[src/design/ctmf_consts.svh]
`ifndef CTMF_CONSTS_SVH
`define CTMF_CONSTS_SVH
// Contract
// - receive-only: driver off, RX live, SPI entry
// - supply undervoltage: bus lines high impedance
// - CAN modes allowed per basis-chip mode
// - automatic mode moves stay within one column
// - leaving normal: switch to wake receiver
// - wake during sleep command: restart instead
// - sleep plus wake capable: wake gives restart
// - report failures; TX timeout as TX-ground
// - local or clamp failure: go receive-only
// - TX dominant too long: stop driving
// - bus clamped: flag, receive-only, interrupt
// - TX-RX short: report, interrupt, inhibit
// - overtemperature off, resume after TX edge
// - RX stuck recessive: transmitter off
// - bus line short sets bus-fault flag
// - bus line short keeps CAN mode
// - split active in normal and receive-only
// - stop-mode wake: flag, interrupt, RX low
// - rearm wake only after another mode
// - off mode ignores bus wake activity
`define CTMF_CLK_MHZ 40
`define CTMF_TXD_TO_US 1000
`define CTMF_BUS_TO_US 1000
`define CTMF_WAKE_FILT_US 1
`define CTMF_RXREC_US 2
`define CTMF_CNT_W 20
`define CTMF_FLAGS_RST 7'h00
`endif

[src/design/ctmf_pkg.sv]
package ctmf_pkg;
  typedef enum logic [3:0] {
    CTMF_OFF = 4'h1,
    CTMF_WAKE = 4'h2,
    CTMF_NORM = 4'h4,
    CTMF_RO = 4'h8
  } ctmf_can_mode_type;
  typedef enum logic [6:0] {
    BC_INIT = 7'h01,
    BC_NORMAL = 7'h02,
    BC_STOP = 7'h04,
    BC_SLEEP = 7'h08,
    BC_RESTART = 7'h10,
    BC_FAILSAFE = 7'h20,
    BC_FLASH = 7'h40
  } ctmf_bc_mode_type;
  typedef enum logic [2:0] {
    DIAG_NONE = 3'h0,
    DIAG_TX_GND = 3'h1,
    DIAG_CLAMP = 3'h2,
    DIAG_TXRX = 3'h3,
    DIAG_RXREC = 3'h4,
    DIAG_OT = 3'h5,
    DIAG_BUS_SHORT = 3'h6
  } ctmf_diag_type;
  typedef struct packed {
    logic overtemp;
    logic supply_uv;
    logic txrx_short;
    logic bus_short;
  } ctmf_fault_in_type;
  typedef struct packed {
    logic wake;
    logic bus_clamp;
    logic txrx;
    logic bus_short;
    logic tx_timeout;
    logic rx_recessive;
    logic overtemp;
  } ctmf_flag_type;
  typedef struct packed {
    logic wake;
    logic clamp;
    logic txrx;
    logic bus;
  } ctmf_mask_type;
endpackage

[src/design/ctmf_ctrl.sv]
`timescale 1ns/1ps
`include "ctmf_consts.svh"
module ctmf_ctrl
  import ctmf_pkg::*;
#(
  parameter int TXD_CYC = `CTMF_TXD_TO_US * `CTMF_CLK_MHZ,
  parameter int BUS_CYC = `CTMF_BUS_TO_US * `CTMF_CLK_MHZ,
  parameter int WAKE_CYC = `CTMF_WAKE_FILT_US * `CTMF_CLK_MHZ,
  parameter int RXREC_CYC = `CTMF_RXREC_US * `CTMF_CLK_MHZ
) (
  input wire logic sys_clk_i,
  input wire logic resetn_i,
  input wire ctmf_bc_mode_type basis_chip_mode_i,
  input wire ctmf_can_mode_type mode_req_i,
  input wire logic mode_req_valid_i,
  input wire logic spi_cmd_i,
  input wire logic sleep_cmd_i,
  input wire ctmf_flag_type flag_clear_i,
  input wire logic tx_data_pin_i,
  input wire logic bus_dominant_i,
  input wire logic wake_rx_dominant_i,
  input wire logic rx_pin_i,
  input wire ctmf_fault_in_type fault_i,
  input wire ctmf_mask_type int_mask_i,
  output ctmf_can_mode_type can_mode_o,
  output logic bus_drive_dom_o,
  output logic bus_hiz_o,
  output logic wake_rx_sel_o,
  output logic rx_data_o,
  output logic split_en_o,
  output logic restart_req_o,
  output logic sleep_skip_o,
  output ctmf_flag_type flags_o,
  output ctmf_diag_type diag_o,
  output logic int_n_o
);
  localparam int CW = `CTMF_CNT_W;

  // table of CAN modes each basis-chip mode permits
  function automatic logic mode_ok(ctmf_bc_mode_type bc,
                                   ctmf_can_mode_type m);
    logic ok;
    ok = 1'b0;
    case (bc)
      BC_INIT: ok = (m == CTMF_OFF);
      BC_NORMAL: ok = 1'b1;
      BC_STOP, BC_SLEEP, BC_RESTART: begin
        ok = (m == CTMF_OFF) || (m == CTMF_WAKE);
      end
      BC_FAILSAFE: ok = (m == CTMF_WAKE);
      BC_FLASH: ok = (m == CTMF_NORM);
      default: ok = 1'b0;
    endcase
    return ok;
  endfunction

  // mode taken when the basis chip leaves the current column
  function automatic ctmf_can_mode_type fallback(ctmf_bc_mode_type bc);
    ctmf_can_mode_type m;
    m = CTMF_WAKE;
    case (bc)
      BC_INIT: m = CTMF_OFF;
      BC_FLASH: m = CTMF_NORM;
      BC_NORMAL: m = CTMF_OFF;
      default: m = CTMF_WAKE;
    endcase
    return m;
  endfunction

  // saturating filter counter step
  function automatic logic [CW-1:0] cnt_step(logic run,
                                             logic [CW-1:0] c);
    logic [CW-1:0] n;
    n = '0;
    if (run && (c != '1)) begin
      n = c + 1'b1;
    end else if (run) begin
      n = c;
    end
    return n;
  endfunction

  ctmf_can_mode_type mode_r;
  ctmf_flag_type flags_r;
  ctmf_flag_type flag_set;
  ctmf_diag_type diag_nxt;
  logic [CW-1:0] tx_cnt_r;
  logic [CW-1:0] bus_cnt_r;
  logic [CW-1:0] wake_cnt_r;
  logic [CW-1:0] rr_cnt_r;
  logic wake_spent_r;
  logic wake_irq_r;
  logic rx_low_r;
  logic tx_to_r;
  logic txrx_inh_r;
  logic txrx_prev_r;
  logic rxrec_r;
  logic ot_r;
  logic tx_prev_r;
  logic active;
  logic tx_dom;
  logic tx_to_evt;
  logic clamp_evt;
  logic wake_evt;
  logic rr_cond;
  logic rr_evt;
  logic txrx_evt;
  logic local_evt;
  logic drv_ok;
  logic req_take;
  logic int_pend;

  // event decode; TX pin low means dominant
  assign active = (mode_r == CTMF_NORM) || (mode_r == CTMF_RO);
  assign tx_dom = !tx_data_pin_i;
  assign tx_to_evt = (mode_r == CTMF_NORM) && tx_dom && !tx_to_r &&
                     (tx_cnt_r == CW'(TXD_CYC - 1));
  assign clamp_evt = active && bus_dominant_i &&
                     (bus_cnt_r == CW'(BUS_CYC - 1));
  // off mode never counts, so wakes there are dropped
  assign wake_evt = (mode_r == CTMF_WAKE) && !wake_spent_r &&
                    wake_rx_dominant_i &&
                    (wake_cnt_r == CW'(WAKE_CYC - 1));
  assign rr_cond = active && bus_dominant_i && rx_pin_i;
  assign rr_evt = rr_cond && (rr_cnt_r == CW'(RXREC_CYC - 1));
  assign txrx_evt = fault_i.txrx_short && !txrx_prev_r;
  assign local_evt = tx_to_evt || txrx_evt || rr_evt;
  // a mode write riding on the sleep command is not honoured
  assign req_take = mode_req_valid_i && !sleep_cmd_i &&
                    mode_ok(basis_chip_mode_i, mode_req_i);

  // mode register: column fallback, then faults, then SPI
  always_ff @(posedge sys_clk_i) begin
    if (!resetn_i) begin
      mode_r <= CTMF_OFF;
    end else if (!mode_ok(basis_chip_mode_i, mode_r)) begin
      mode_r <= fallback(basis_chip_mode_i);
    end else if ((clamp_evt || local_evt) && mode_r == CTMF_NORM &&
                 mode_ok(basis_chip_mode_i, CTMF_RO)) begin
      mode_r <= CTMF_RO;
    end else if (req_take) begin
      mode_r <= mode_req_i;
    end
  end

  // dominance filters; each restarts when its condition drops
  always_ff @(posedge sys_clk_i) begin
    if (!resetn_i) begin
      tx_cnt_r <= '0;
      bus_cnt_r <= '0;
      wake_cnt_r <= '0;
      rr_cnt_r <= '0;
    end else begin
      tx_cnt_r <= cnt_step((mode_r == CTMF_NORM) && tx_dom && !tx_to_r,
                           tx_cnt_r);
      bus_cnt_r <= cnt_step(active && bus_dominant_i, bus_cnt_r);
      wake_cnt_r <= cnt_step((mode_r == CTMF_WAKE) && !wake_spent_r &&
                             wake_rx_dominant_i, wake_cnt_r);
      rr_cnt_r <= cnt_step(rr_cond, rr_cnt_r);
    end
  end

  // wake bookkeeping; rearm needs a visit to another mode
  always_ff @(posedge sys_clk_i) begin
    if (!resetn_i) begin
      wake_spent_r <= 1'b0;
      rx_low_r <= 1'b0;
      wake_irq_r <= 1'b0;
    end else begin
      if (wake_evt) begin
        wake_spent_r <= 1'b1;
        rx_low_r <= 1'b1;
      end else if (mode_r != CTMF_WAKE) begin
        wake_spent_r <= 1'b0;
        rx_low_r <= 1'b0;
      end
      // only stop and normal basis-chip modes raise the pin
      if (wake_evt && (basis_chip_mode_i == BC_STOP ||
                       basis_chip_mode_i == BC_NORMAL)) begin
        wake_irq_r <= 1'b1;
      end else if (flag_clear_i.wake) begin
        wake_irq_r <= 1'b0;
      end
    end
  end

  // restart request and sleep bypass, one-cycle pulses
  always_ff @(posedge sys_clk_i) begin
    if (!resetn_i) begin
      restart_req_o <= 1'b0;
      sleep_skip_o <= 1'b0;
    end else begin
      sleep_skip_o <= sleep_cmd_i && (wake_evt || wake_spent_r);
      restart_req_o <= (sleep_cmd_i && (wake_evt || wake_spent_r)) ||
                       (wake_evt && (basis_chip_mode_i == BC_SLEEP ||
                        basis_chip_mode_i == BC_FAILSAFE ||
                        basis_chip_mode_i == BC_RESTART));
    end
  end

  // transmit lockouts; set wins over any clear
  always_ff @(posedge sys_clk_i) begin
    if (!resetn_i) begin
      tx_to_r <= 1'b0;
      txrx_inh_r <= 1'b0;
      txrx_prev_r <= 1'b0;
      rxrec_r <= 1'b0;
      ot_r <= 1'b0;
      tx_prev_r <= 1'b1;
    end else begin
      txrx_prev_r <= fault_i.txrx_short;
      tx_prev_r <= tx_data_pin_i;
      // only an SPI return to normal mode frees the driver
      if (tx_to_evt) begin
        tx_to_r <= 1'b1;
      end else if (req_take && mode_req_i == CTMF_NORM) begin
        tx_to_r <= 1'b0;
      end
      if (txrx_evt) begin
        txrx_inh_r <= 1'b1;
      end else if (spi_cmd_i) begin
        txrx_inh_r <= 1'b0;
      end
      // stuck RX held off while the condition persists
      if (rr_evt) begin
        rxrec_r <= 1'b1;
      end else if (spi_cmd_i && !rr_cond) begin
        rxrec_r <= 1'b0;
      end
      // release on a recessive edge avoids a clipped bit
      if (fault_i.overtemp) begin
        ot_r <= 1'b1;
      end else if (!tx_prev_r && tx_data_pin_i) begin
        ot_r <= 1'b0;
      end
    end
  end

  // sticky failure flags, cleared bitwise by the controller
  always_comb begin
    flag_set = '0;
    flag_set.wake = wake_evt;
    flag_set.bus_clamp = clamp_evt;
    flag_set.txrx = txrx_evt;
    flag_set.bus_short = fault_i.bus_short;
    flag_set.tx_timeout = tx_to_evt;
    flag_set.rx_recessive = rr_evt;
    flag_set.overtemp = fault_i.overtemp;
  end

  always_ff @(posedge sys_clk_i) begin
    if (!resetn_i) begin
      flags_r <= `CTMF_FLAGS_RST;
    end else begin
      flags_r <= (flags_r & ~flag_clear_i) | flag_set;
    end
  end

  // diagnostic code, highest-impact failure shown first
  always_comb begin
    diag_nxt = DIAG_NONE;
    if (flags_r.tx_timeout) begin
      diag_nxt = DIAG_TX_GND;
    end else if (flags_r.bus_clamp) begin
      diag_nxt = DIAG_CLAMP;
    end else if (flags_r.txrx) begin
      diag_nxt = DIAG_TXRX;
    end else if (flags_r.rx_recessive) begin
      diag_nxt = DIAG_RXREC;
    end else if (flags_r.overtemp) begin
      diag_nxt = DIAG_OT;
    end else if (flags_r.bus_short) begin
      diag_nxt = DIAG_BUS_SHORT;
    end
  end

  // unmasked pending sources pull the interrupt low
  assign int_pend = (wake_irq_r && !int_mask_i.wake) ||
                    (flags_r.bus_clamp && !int_mask_i.clamp) ||
                    (flags_r.txrx && !int_mask_i.txrx) ||
                    (flags_r.bus_short && !int_mask_i.bus);

  // driver needs normal mode, no lockout and enough supply
  assign drv_ok = (mode_r == CTMF_NORM) && !tx_to_r && !txrx_inh_r &&
                  !rxrec_r && !ot_r && !fault_i.supply_uv;

  // registered pin and status outputs
  always_ff @(posedge sys_clk_i) begin
    if (!resetn_i) begin
      can_mode_o <= CTMF_OFF;
      bus_drive_dom_o <= 1'b0;
      bus_hiz_o <= 1'b1;
      wake_rx_sel_o <= 1'b0;
      rx_data_o <= 1'b1;
      split_en_o <= 1'b0;
      flags_o <= `CTMF_FLAGS_RST;
      diag_o <= DIAG_NONE;
      int_n_o <= 1'b1;
    end else begin
      can_mode_o <= mode_r;
      bus_drive_dom_o <= drv_ok && tx_dom;
      bus_hiz_o <= fault_i.supply_uv;
      wake_rx_sel_o <= (mode_r == CTMF_WAKE);
      split_en_o <= active && !fault_i.supply_uv;
      // wake holds RX low; active modes pass the receiver
      if (active) begin
        rx_data_o <= !bus_dominant_i;
      end else begin
        rx_data_o <= !rx_low_r;
      end
      flags_o <= flags_r;
      diag_o <= diag_nxt;
      int_n_o <= !int_pend;
    end
  end
endmodule

[config.mk]
export PLATFORM = sky130hd
export DESIGN_NAME = ctmf_ctrl
export DESIGN_NICKNAME = d
export VERILOG_FILES = /design/src/design/ctmf_pkg.sv /design/src/design/ctmf_ctrl.sv
export VERILOG_INCLUDE_DIRS = /design/src /design/src/design
export SDC_FILE = /design/constraint.sdc
export NUM_CORES = 1
export LEC_CHECK = 0
export BUFFER_PORTS_ARGS = -buffer_cell sky130_fd_sc_hd__clkbuf_2
export CAP_MARGIN = 20
export CORE_MARGIN = 3
export CORE_UTILIZATION = 35
export DETAILED_ROUTE_END_ITERATION = 6
export GPL_TIMING_DRIVEN = 0
export PLACE_DENSITY = 0.51
export SLEW_MARGIN = 10
export SYNTH_ARGS = -nofsm -noshare
export SYNTH_HDL_FRONTEND = slang
export SYNTH_SLANG_ARGS = --single-unit
[constraint.sdc]
create_clock -name sys_clk_i -period 6.25 [get_ports sys_clk_i]
set_clock_uncertainty 0.1 [all_clocks]
set_input_delay 0.9375 -clock sys_clk_i [delete_from_list [all_inputs] [get_ports sys_clk_i]]
set_output_delay 0.9375 -clock sys_clk_i [all_outputs]
set_load 0.05 [all_outputs]
* After elaboration in Yosys (flattened, before gate mapping) *
Cells that the tools add are included.
Widths: inputs -> output; s select.

storage, ports and cells
  register bits after elaboration = 121
  logic and storage cells = 189
  output and inout port bits = 22

cells by class
  add/sub/neg operators = 4
  multiplexer cells = 37
  bitwise logic cells = 4
  reduce and logical (&&, ||, !) cells = 77
  equality and inequality tests = 28

operators by type and width
  kind                   number
  $mux 20                8
  $add 20x1->20 const B  4
  $ne 20x20->1 const B   4
  $eq 20x16->1 const B   2
  $logic_and 1x1->1      36
  $eq 20x6->1 const B    1
  $eq 20x7->1 const B    1
  $mux 1                 18
  $logic_not 1->1        17
  $logic_or 1x1->1       14
  $mux 4                 3
  $reduce_bool 2->1      6
  $pmux 1 s5             2
  $mux 3                 3
  $eq 4x1->1 const B     2
  $eq 4x2->1 const B     2
  $eq 4x3->1 const B     2
  $ne 2x1->1 const B     4
  $and 7x7->7            1
  $eq 7x1->1 const B     1
  $eq 7x2->1 const B     1
  $eq 7x3->1 const B     1
  $eq 7x4->1 const B     1
  $eq 7x5->1 const B     1
  other kinds (13)       15

* Longest topological paths before layout *
Gate-level depths: netlist of the first run.

  depth after elaboration = 11
  mapped depth = 8
  depth with buffers taken out = 7

* Worst setup path before layout of the first run *
Ideal clock, no wire load.

  path type = in2reg
  start = in basis_chip_mode_i[5]
  end = reg mode_r[1]
  setup slack = 3.669 ns
  arrival = 2.363 ns
  required time = 6.031 ns
  cell stages on the path = 7
  cells stage by stage = buf_6 > xor2_1 > a211oi_1 > and4bb_1 > o21a_1 > o221a_1 > o221a_1

on the way
  cells in the longest elaborated chain, start to end = 7
  elaborated cells between the ends (all ways) = 21
  classes of those cells = eq/ne: 8; mux: 9; reduce/logical: 4

RTL lines
  element                                             RTL line          text
  from (decl)                                         ctmf_ctrl.sv:13   input wire ctmf_bc_mode_type basis_chip_mode_i,
  branches (longest 7 deep; another with $eq 7x3->1)  -
  to (signal assigned)                                ctmf_ctrl.sv:137  mode_r <= fallback(basis_chip_mode_i);
  to (signal assigned)                                ctmf_ctrl.sv:142  mode_r <= mode_req_i;
  to (decl)                                           ctmf_ctrl.sv:83   ctmf_can_mode_type mode_r;

Several ways; the timed one is not identified. The select of a mux whose other input is x is not followed.
A chain may end at the register's enable or synchronous reset.

* Worst setup path after layout of the first run *
Same ends and word-level chain as after synthesis.

==> results.yml, run 1 <==
status:
  status: "finished, final reports clean"
critical_path:
  path_cells: "buf_6, xor2_1, a211oi_1, and4bb_1, o21a_1, o221a_1, o221a_1"
  crit_family: "compound AO/OA/AOI/OAI gates"
  crit_path_start_kind: "primary input"
  cpMostUsedCell: "o221a_1"
  cp_slowest_stage_delay_ns: 0.40
  critPathRequiredTime_ns: 6.45
  path_max_fanout: 7
  cp_slowest_cell: "a211oi_1"
  worstSetupStartpoint: "basis_chip_mode_i[5]"
  cp.arrival_ns: 2.62
  timing.rr.start: "mode_r[0]"
  end_kind: "flop"
  crit_buf_inv: 1
  criticalPathCategory: "in2reg"
timing:
  slew_headroom: 0.434
  hold_viol_final: 0
  worst_slew_pin_slew_ns: 0.845
  slew_viol_final: 0
  finalCriticalPeriod_ns: 2.42
  finalCritPeriodShare: 0.387
  rsz0062_at_grt: "false"
  max_clock_freq_ghz: 0.413
  tns_ns: 0
  setup_violations: 0
synth:
  synth_fa_ha_area_frac: 0.00884
  synth-async-reset-ratio: 0
  muxShareOfSynthArea: 0.00707
  ys_seq_elements: 121
  ys.flop_type: "dfxtp_1"
  yosys.area_share.xor_xnor: 0.105
  syn-num-nets: 696
  synth-edff-count: 0
  ys_top_cells_by_area: "dfxtp_1, xor2_1, nor2_1, nand2_1, xnor2_1"
  synth_top_family_by_area: "simple AND/OR/NAND/NOR gates"
  yosys.area_share.simple: 0.322
  ys_types: 62
  syn_area_um2: 5660
  syn_area_per_cell_um2: 8.61
  synth.largest_area_cell: "dfxtp_1"
  seq_area_frac_synth: 0.428
  yosys_warnings: 0
  yosys.area.top_type_share: 0.428
  synth_cells: 657
  synth_compound_area_frac: 0.0942
finish:
  syn2layout_area_growth_pct: 20.0
  num_antenna_cells: 0
  final_common_cell: "dfxtp_1"
  nets: 765
  mostFrequentLayoutCells: "dfxtp_1, nor2_1, nand2_1"
  fill_cells: 1499
  drive_above_1_share: 0.147
  ff_latch_area_um2: 2420
  multiInputGateArea_um2: 3040
  finalNonFillerCells: 950
pwr:
  ir_drop_mv: 0.229
  power.leakage_uw: 0.00235
  power_density_nw_per_um2: 276
drt:
  ant_nets: 0
  drt_first_pass_iters: 5
  wl_um: 13600
  routed_via_density: 5.08
  drc_errors: 0
  wl_per_cell_um: 14.4
  vias: 4828
  drt_iter0_drc: 232
grt:
  grt_usage: 0.157
  antenna_found_initial: 0
  overflow: 0
  grt_pass1_wl_um: 22800
  grt_max_degree: 17
  first_global_vias: 4541
place:
  dpl.cell_count: 918
  io_buffers: 50
  place_congestion: 0.878
  dpl.hpwl_um: 9920
clock_network:
  cts_tree: "done"
  clkTransAtPathRegs_ns: 0.06
  cts_resized: 0
  hold_buffers: 0
  htree_num_levels: 4
  cts-root-buf: "clkbuf_16"
  insertion_delay_ns: 0.41
  postCtsSetupRepairBufs: 0
  cts.sinks: 121
  cts_inserted_buffers: 17
  cts_max_path_buffers: 2
run:
  cap_viol_max_count: 0
die:
  initial_utilization: 0.365
  fp.dieH_um: 133
  ioPinCount: 57
  rows: 45
  fp.dieW_um: 133
  coreArea_um2: 15500
  die_area_um2: 17700
worst_hold_path:
  hp-start: "flags_r[5]"
  hold_path_class: "reg2reg"
-- cell usage after synthesis, drive strengths merged (2+ instances only) --
cell and count:
nor2b 6, clkbuf 15, nand3b 4, nor4 19, a41oi 2, o31ai 3, a211oi 3, nor4b 9
mux2i 4, nand4 22, nand4b 4, o221a 2, nor2 102, inv 15, o221ai 2, a2111oi 3
o21ai 13, o21a 4, a221oi 2, a311oi 3, nand2b 10, a31oi 5, nand2 63, nor3 19
nand3 33, xnor2 22, ha 4, dfxtp 121, buf 11, or4 3, and3 11, o22ai 3
xor2 46, or3 9, and2 12, or2 2, nor3b 4, a21oi 22, and4 10, o211ai 2
-- metal layers --
metal / global-route usage / routed length [um] / vias up
met1: 0.216 / 6810 / 2249
met4: 0.0440 / 140 / 0
met2: 0.242 / 6030 / 105
li1: - / - / 2464
met5: 0 / 0 / -
met3: 0.0472 / 673 / 10
-- path summary, 6_finish.rpt --
kind          endpoint  slack [ns]  depth (start not counted)
max          mode_r[1]        3.83                          7
min          diag_o[2]        0.33                          1
min reg2reg  diag_o[2]        0.33                          1
max reg2reg  mode_r[1]        3.90                          6
-- stage by stage --
step	setup WS [ns]	power (uW)	area (um2)	util	hold slack, ns
detailed placement	3.38	879	6170	0.399	0.329
global placement	3.38	878	6170	0.399	0.326
floorplan	3.67	849	5660	-	0.306
finish	3.83	1870	6790	0.438	0.329
CTS	3.82	1890	6790	0.438	0.336
global route	3.66	1930	6790	0.438	0.356
-- state kept, by name, summed over array words and instances, names as in the netlist, 3 cells and up --
signal	cells
diag_o	3
bus_cnt_r	20
flags_r	7
tx_cnt_r	20
rr_cnt_r	20
wake_cnt_r	20
mode_r	4
can_mode_o	4
flags_o	7
-- worst register-to-register path: stages (launching register included) --
cell and delay [ns]:
dfxtp_1 0.37, nor2_1 0.33, nand3b_1 0.20, nor4_1 0.57, o31ai_1 0.25, o221a_1 0.18
o221a_1 0.24
-- where the power goes --
| part | switching (uW) | total, uW | leakage, uW | internal, uW |
|---|---|---|---|---|
| Sequential | 4.99 | 785 | 0.000979 | 780 |
| Clock | 352 | 1010 | 0.000295 | 657 |
| Combinational | 51.0 | 77.2 | 0.00107 | 26.2 |
| Total | 408 | 1870 | 0.00235 | 1460 |
-- kinds of logic after synthesis --
| kind of cell | count (synthesis) |
|---|---|
| multiplexers | 4 |
| flip-flops | 121 |
| adder cells (fa/ha/maj) | 4 |
| XOR/XNOR | 68 |
| AO/OA/AOI/OAI | 74 |
| AND/OR/NAND/NOR | 344 |
| buffers and inverters | 42 |
-- area by class of cell --
| type | count | share of cell area |
|---|---|---|
| multi-input combinational | 494 | 0.448 |
| sequential | 121 | 0.357 |
| clock buffer | 21 | 0.0693 |
| tap | 211 | 0.0389 |
| timing repair buffer | 50 | 0.0369 |
| clock inverter | 11 | 0.0214 |
| buffer | 26 | 0.0203 |
| inverter | 16 | 0.00885 |
(Power assumes the default switching activity.)
==> inputs of run 2 (changes only) <==
Clock period 6.25 ns to 2.5 ns, I/O delays scaled along.
==> run 2 against run 1 <==
Against the previous run: combinational power rose by 150%; clock power rose to 2.5 times the previous value; global-route usage did not move; cell area rose by 0.17%; first-iteration DRC count rose by 13%; count of clock-buffer cells in the layout did not move; via count fell by 0.35%; non-clock buffer count did not move; sequential cell count did not move; utilization rose by 0.073 points; worst hold slack got worse by 0.27 ns; critical endpoint is now rr_cnt_r[3]; largest cell class unchanged; largest power group unchanged.
==> results.yml, run 2 (synthesis gave the netlist of run 1 again) <==
place:
  placed_cell_area_um2: 6170
  io_buffers: 50
  pre_cts_ws_ns: 0.192
  dpl.hpwl_um: 9920
  place_congestion: 0.878
timing:
  hold_slack_ns: 0.0543
  finalCritPeriodShare: 0.907
  tns_ns: 0
  worst_slew_pin_slew_ns: 0.824
  slew_viol_final: 0
  finalCriticalPeriod_ns: 2.27
  max_clock_freq_ghz: 0.441
  slew_headroom: 0.448
  setup_violations: 0
  hold_viol_final: 0
  timing.final.ws_setup_ns: 0.233
  rsz0062_at_grt: "false"
run:
  cap_viol_max_count: 0
finish:
  final_common_cell: "dfxtp_1"
  final_area_um2: 6800
  nets: 765
  mostFrequentLayoutCells: "dfxtp_1, nor2_1, nand2_1"
  final_util: 0.439
  syn2layout_area_growth_pct: 20.2
  num_antenna_cells: 0
  drive_above_1_share: 0.150
die:
  die_area_um2: 17700
  coreArea_um2: 15500
  fp.dieW_um: 133
  rows: 45
  ioPinCount: 57
  initial_utilization: 0.365
  fp.dieH_um: 133
grt:
  grt_max_degree: 17
  overflow: 0
  grt_usage: 0.157
  grt_pass1_wl_um: 22800
  antenna_found_initial: 0
  first_global_vias: 4541
drt:
  drt_first_pass_iters: 4
  drc_errors: 0
  ant_nets: 0
  wl_um: 13600
  routed_via_density: 5.06
  wl_per_cell_um: 14.4
  vias: 4811
  drt_iter0_drc: 261
pwr:
  p_switching_uw: 1020
  power.leakage_uw: 0.00234
  p_seq_frac: 0.419
  p_int_uw: 3660
  pwr-share-comb: 0.041
  ir_drop_mv: 0.579
  power_density_nw_per_um2: 689
  switching_share: 0.219
  pwr-share-clk: 0.540
critical_path:
  r2r_cells: 8
  end_kind: "flop"
  crit_path_start_kind: "flop"
  timing.rr.start: "rr_cnt_r[0]"
  path_max_fanout: 9
  criticalPathCategory: "reg2reg"
  critPathRequiredTime_ns: 2.69
  r2r-end: "rr_cnt_r[3]"
  reg2reg_slack_ns: 0.23
  cp.arrival_ns: 2.46
clock_network:
  htree_num_levels: 4
  cts.sinks: 121
  cts_inserted_buffers: 17
  clkTransAtPathRegs_ns: 0.06
  cts_tree: "done"
  cts_max_path_buffers: 2
  insertion_delay_ns: 0.42
  postCtsSetupRepairBufs: 0
  cts-root-buf: "clkbuf_16"
worst_hold_path:
  hold-path-endpoint: "flags_r[1]"
  hold_path_class: "in2reg"
  min_delay_path_depth: 2
  hp-start: "flag_clear_i[1]"
status:
  status: "finished, final reports clean"
-- run 2: worst max path at each step --
| stage | slack, ns | endpoint | cells past startpoint | start |
|---|---|---|---|---|
| 4_1_cts | 0.18 | mode_r[1] | 6 | mode_r[0] |
| 5_1_grt | 0.02 | rr_cnt_r[8] | 7 | rr_cnt_r[1] |
| 2_1_floorplan | 0.47 | rr_cnt_r[13] | 8 | rr_cnt_r[0] |
| 3_5_place_dp | 0.19 | rr_cnt_r[14] | 8 | resetn_i |
| 6_report | 0.23 | rr_cnt_r[3] | 8 | rr_cnt_r[0] |
| 3_3_place_gp | 0.17 | mode_r[1] | 6 | mode_r[0] |
-- run 2: timing repair --
item | 4_1_cts | 5_1_grt
endpoints found under the setup margin | 0 | 3
hold buffers | 0 | 0
endpoints found under the hold margin | 0 | 0
gates resized for setup | 0 | 2
-- run 2: worst max-delay path, stage by stage (launching register included) --
cell     delay [ns]
dfxtp_1        0.39
ha_1           0.19
and3_1         0.23
nand2_1        0.19
or4_1          0.53
buf_2          0.20
nand4_1        0.12
xor2_1         0.15
nor2_1         0.05
-- run 2: metal layers --
metal	wire length, um	track usage
met5	0	0
met1	6690	0.216
met4	186	0.0440
met3	731	0.0472
met2	6030	0.242
-- run 2: cell type report --
class / instances / area (um2)
Buffer: 26 / 138
Sequential cell: 121 / 2420
Tap cell: 211 / 264
Fill cell: 1497 / 8680
Clock inverter: 11 / 145
Timing Repair Buffer: 50 / 250
Inverter: 16 / 60.1
Multi-Input combinational cell: 494 / 3050
Clock buffer: 21 / 470
-- run 2: stage by stage --
| step | instances | total power [uW] |
|---|---|---|
| 2_1_floorplan | 657 | 2120 |
| 3_3_place_gp | 918 | 2200 |
| 3_5_place_dp | 918 | 2200 |
| 4_1_cts | 950 | 4730 |
| 5_1_grt | 950 | 4830 |
| 6_report | 950 | 4680 |
-- run 2: power by group through the flow --
| stage | sequential [uW] | combinational [uW] | clock (uW) |
|---|---|---|---|
| final | 1960 | 192 | 2530 |
| after global routing | 1960 | 210 | 2650 |
| after CTS | 1960 | 194 | 2580 |
| after detailed placement | 2000 | 193 | 0 |
| after global placement | 2000 | 192 | 0 |
| after floorplan | 2040 | 87.1 | 0 |
==> inputs of run 3 (changes only) <==
Settings changed: PLACE_DENSITY 0.51 to 0.53.
Clock period 2.5 ns to 1.9 ns, I/O delays scaled along.
==> run 3 against run 2 <==
Against the previous run: the run now ends with negative setup slack left; die area is the same; cell area grew 12%; critical path depth shrank 2; register-to-register slack lost 0.27 ns; clock power grew 35%.
==> results.yml, run 3 (synthesis gave the netlist of run 1 again) <==
place:
  dpl.hpwl_um: 10000
  place_congestion: 0.873
  placed_cell_area_um2: 6210
  io_buffers: 50
grt:
  grt_pass1_wl_um: 24000
  first_global_vias: 4843
  grt_util_met2: 0.260
  grt_busiest_layer: "met2"
  grt_use_met1: 0.223
  grt_max_degree: 17
  grt_usage: 0.166
  met3_usage: 0.0434
  antenna_found_initial: 0
  overflow: 0
timing:
  finalCritPeriodShare: 1.02
  slew_viol_final: 0
  hold_slack_ns: 0.0149
  slew_headroom: 0.592
  rsz0062_at_grt: "true"
  worst_slew_pin_slew_ns: 0.613
  timing.final.ws_setup_ns: -0.0382
  max_clock_freq_ghz: 0.516
  hold_viol_final: 0
  finalCriticalPeriod_ns: 1.94
  setup_violations: 3
worst_hold_path:
  hold_path_class: "in2reg"
  hp-start: "sleep_cmd_i"
  min_delay_path_depth: 3
  hold-path-endpoint: "sleep_skip_o"
critical_path:
  cp_slowest_cell: "nor4_4"
  cpMostUsedCell: "o221a_1"
  timing.rr.start: "tx_cnt_r[13]"
  crit_path_start_kind: "flop"
  reg2reg_slack_ns: -0.04
  path_cells: "nor4_2, nand4_1, nor4_4, o31ai_4, o221a_1, o221a_1"
  end_kind: "flop"
  path_max_fanout: 5
  r2r-end: "mode_r[1]"
  criticalPathCategory: "reg2reg"
  critPathRequiredTime_ns: 2.10
  cp_slowest_stage_delay_ns: 0.42
  cp.arrival_ns: 2.14
  r2r_cells: 6
finish:
  syn2layout_area_growth_pct: 34.5
  fill_cells: 1449
  mostFrequentLayoutCells: "nor2_1, dfxtp_1, nand2_1"
  multiInputGateArea_um2: 3510
  final_area_um2: 7610
  drive_above_1_share: 0.317
  ff_latch_area_um2: 2510
  final_common_cell: "nor2_1"
  nets: 792
  num_antenna_cells: 0
clock_network:
  cts_inserted_buffers: 17
  cts-root-buf: "clkbuf_16"
  cts_tree: "done"
  htree_num_levels: 4
  cts.sinks: 121
  cts_max_path_buffers: 2
  clkTransAtPathRegs_ns: 0.06
  insertion_delay_ns: 0.41
drt:
  drc_errors: 0
  ant_nets: 0
  drt_first_pass_iters: 4
  wl_um: 14900
  vias: 5028
  routed_via_density: 5.15
  drt_iter0_drc: 328
  wl_per_cell_um: 15.3
die:
  coreArea_um2: 15500
  die_area_um2: 17700
  initial_utilization: 0.365
  fp.dieH_um: 133
  ioPinCount: 57
  rows: 45
  fp.dieW_um: 133
pwr:
  power.leakage_uw: 0.00263
  total_power_uw: 6250
  ir_drop_mv: 0.655
  power_density_nw_per_um2: 822
status:
  status: "finished with violations"
  violations: "negative setup slack"
run:
  cap_viol_max_count: 0
-- run 3: worst max path at each step --
stage	start	endpoint	cells after the start
2_1_floorplan	rr_cnt_r[0]	rr_cnt_r[13]	8
5_1_grt	tx_cnt_r[9]	mode_r[1]	6
3_3_place_gp	mode_r[0]	mode_r[1]	6
4_1_cts	mode_r[0]	mode_r[1]	6
6_report	tx_cnt_r[13]	mode_r[1]	6
3_5_place_dp	mode_r[0]	mode_r[1]	6
-- run 3: routing by layer --
metal  wire length (um)  vias up  part of all wire
met5                  0        -                 0
met4                207        0             0.014
met3                661       19             0.044
met2               6920      109              0.46
met1               7120     2377              0.48
li1                   -     2523                 -
-- run 3: where the power goes --
group,switching (uW),internal [uW],total (uW)
clock,1160,2260,3420
sequential,18.1,2550,2570
combinational,174,92.7,266
total,1350,4900,6250
-- run 3: worst max-delay path, delay by kind of cell, from the launching register on --
family / cells / cell delay, ns
compound gates: 3 / 0.51
simple gates: 3 / 0.88
flops: 1 / 0.34
-- run 3: through the flow --
stage	setup slack [ns]	setup TNS (ns)	instances	util
detailed placement	-0.420	-14.65	918	0.401
global placement	-0.424	-13.42	918	0.401
CTS	-0.0856	-0.142	965	0.463
global route	-0.136	-1.22	977	0.491
finish	-0.0382	-0.0545	977	0.491
floorplan	-0.00245	-0.00245	657	-
-- run 3: cell type report --
type / instances / share of cell area
inverters: 16 / 0.00789
repair buffers: 82 / 0.0687
plain buffers: 20 / 0.0155
multi-input cells: 495 / 0.461
clock inverters: 12 / 0.0225
clock buffers: 20 / 0.0600
well taps: 211 / 0.0347
flip-flops and latches: 121 / 0.329
-- run 3: repair_timing --
item,CTS,global route
gates cloned,1,0
endpoints found under the setup margin,83,79
hold buffers,2,0
hold endpoints to repair,2,0
gates resized for setup,51,96
pin swaps,10,33
setup buffers,17,13
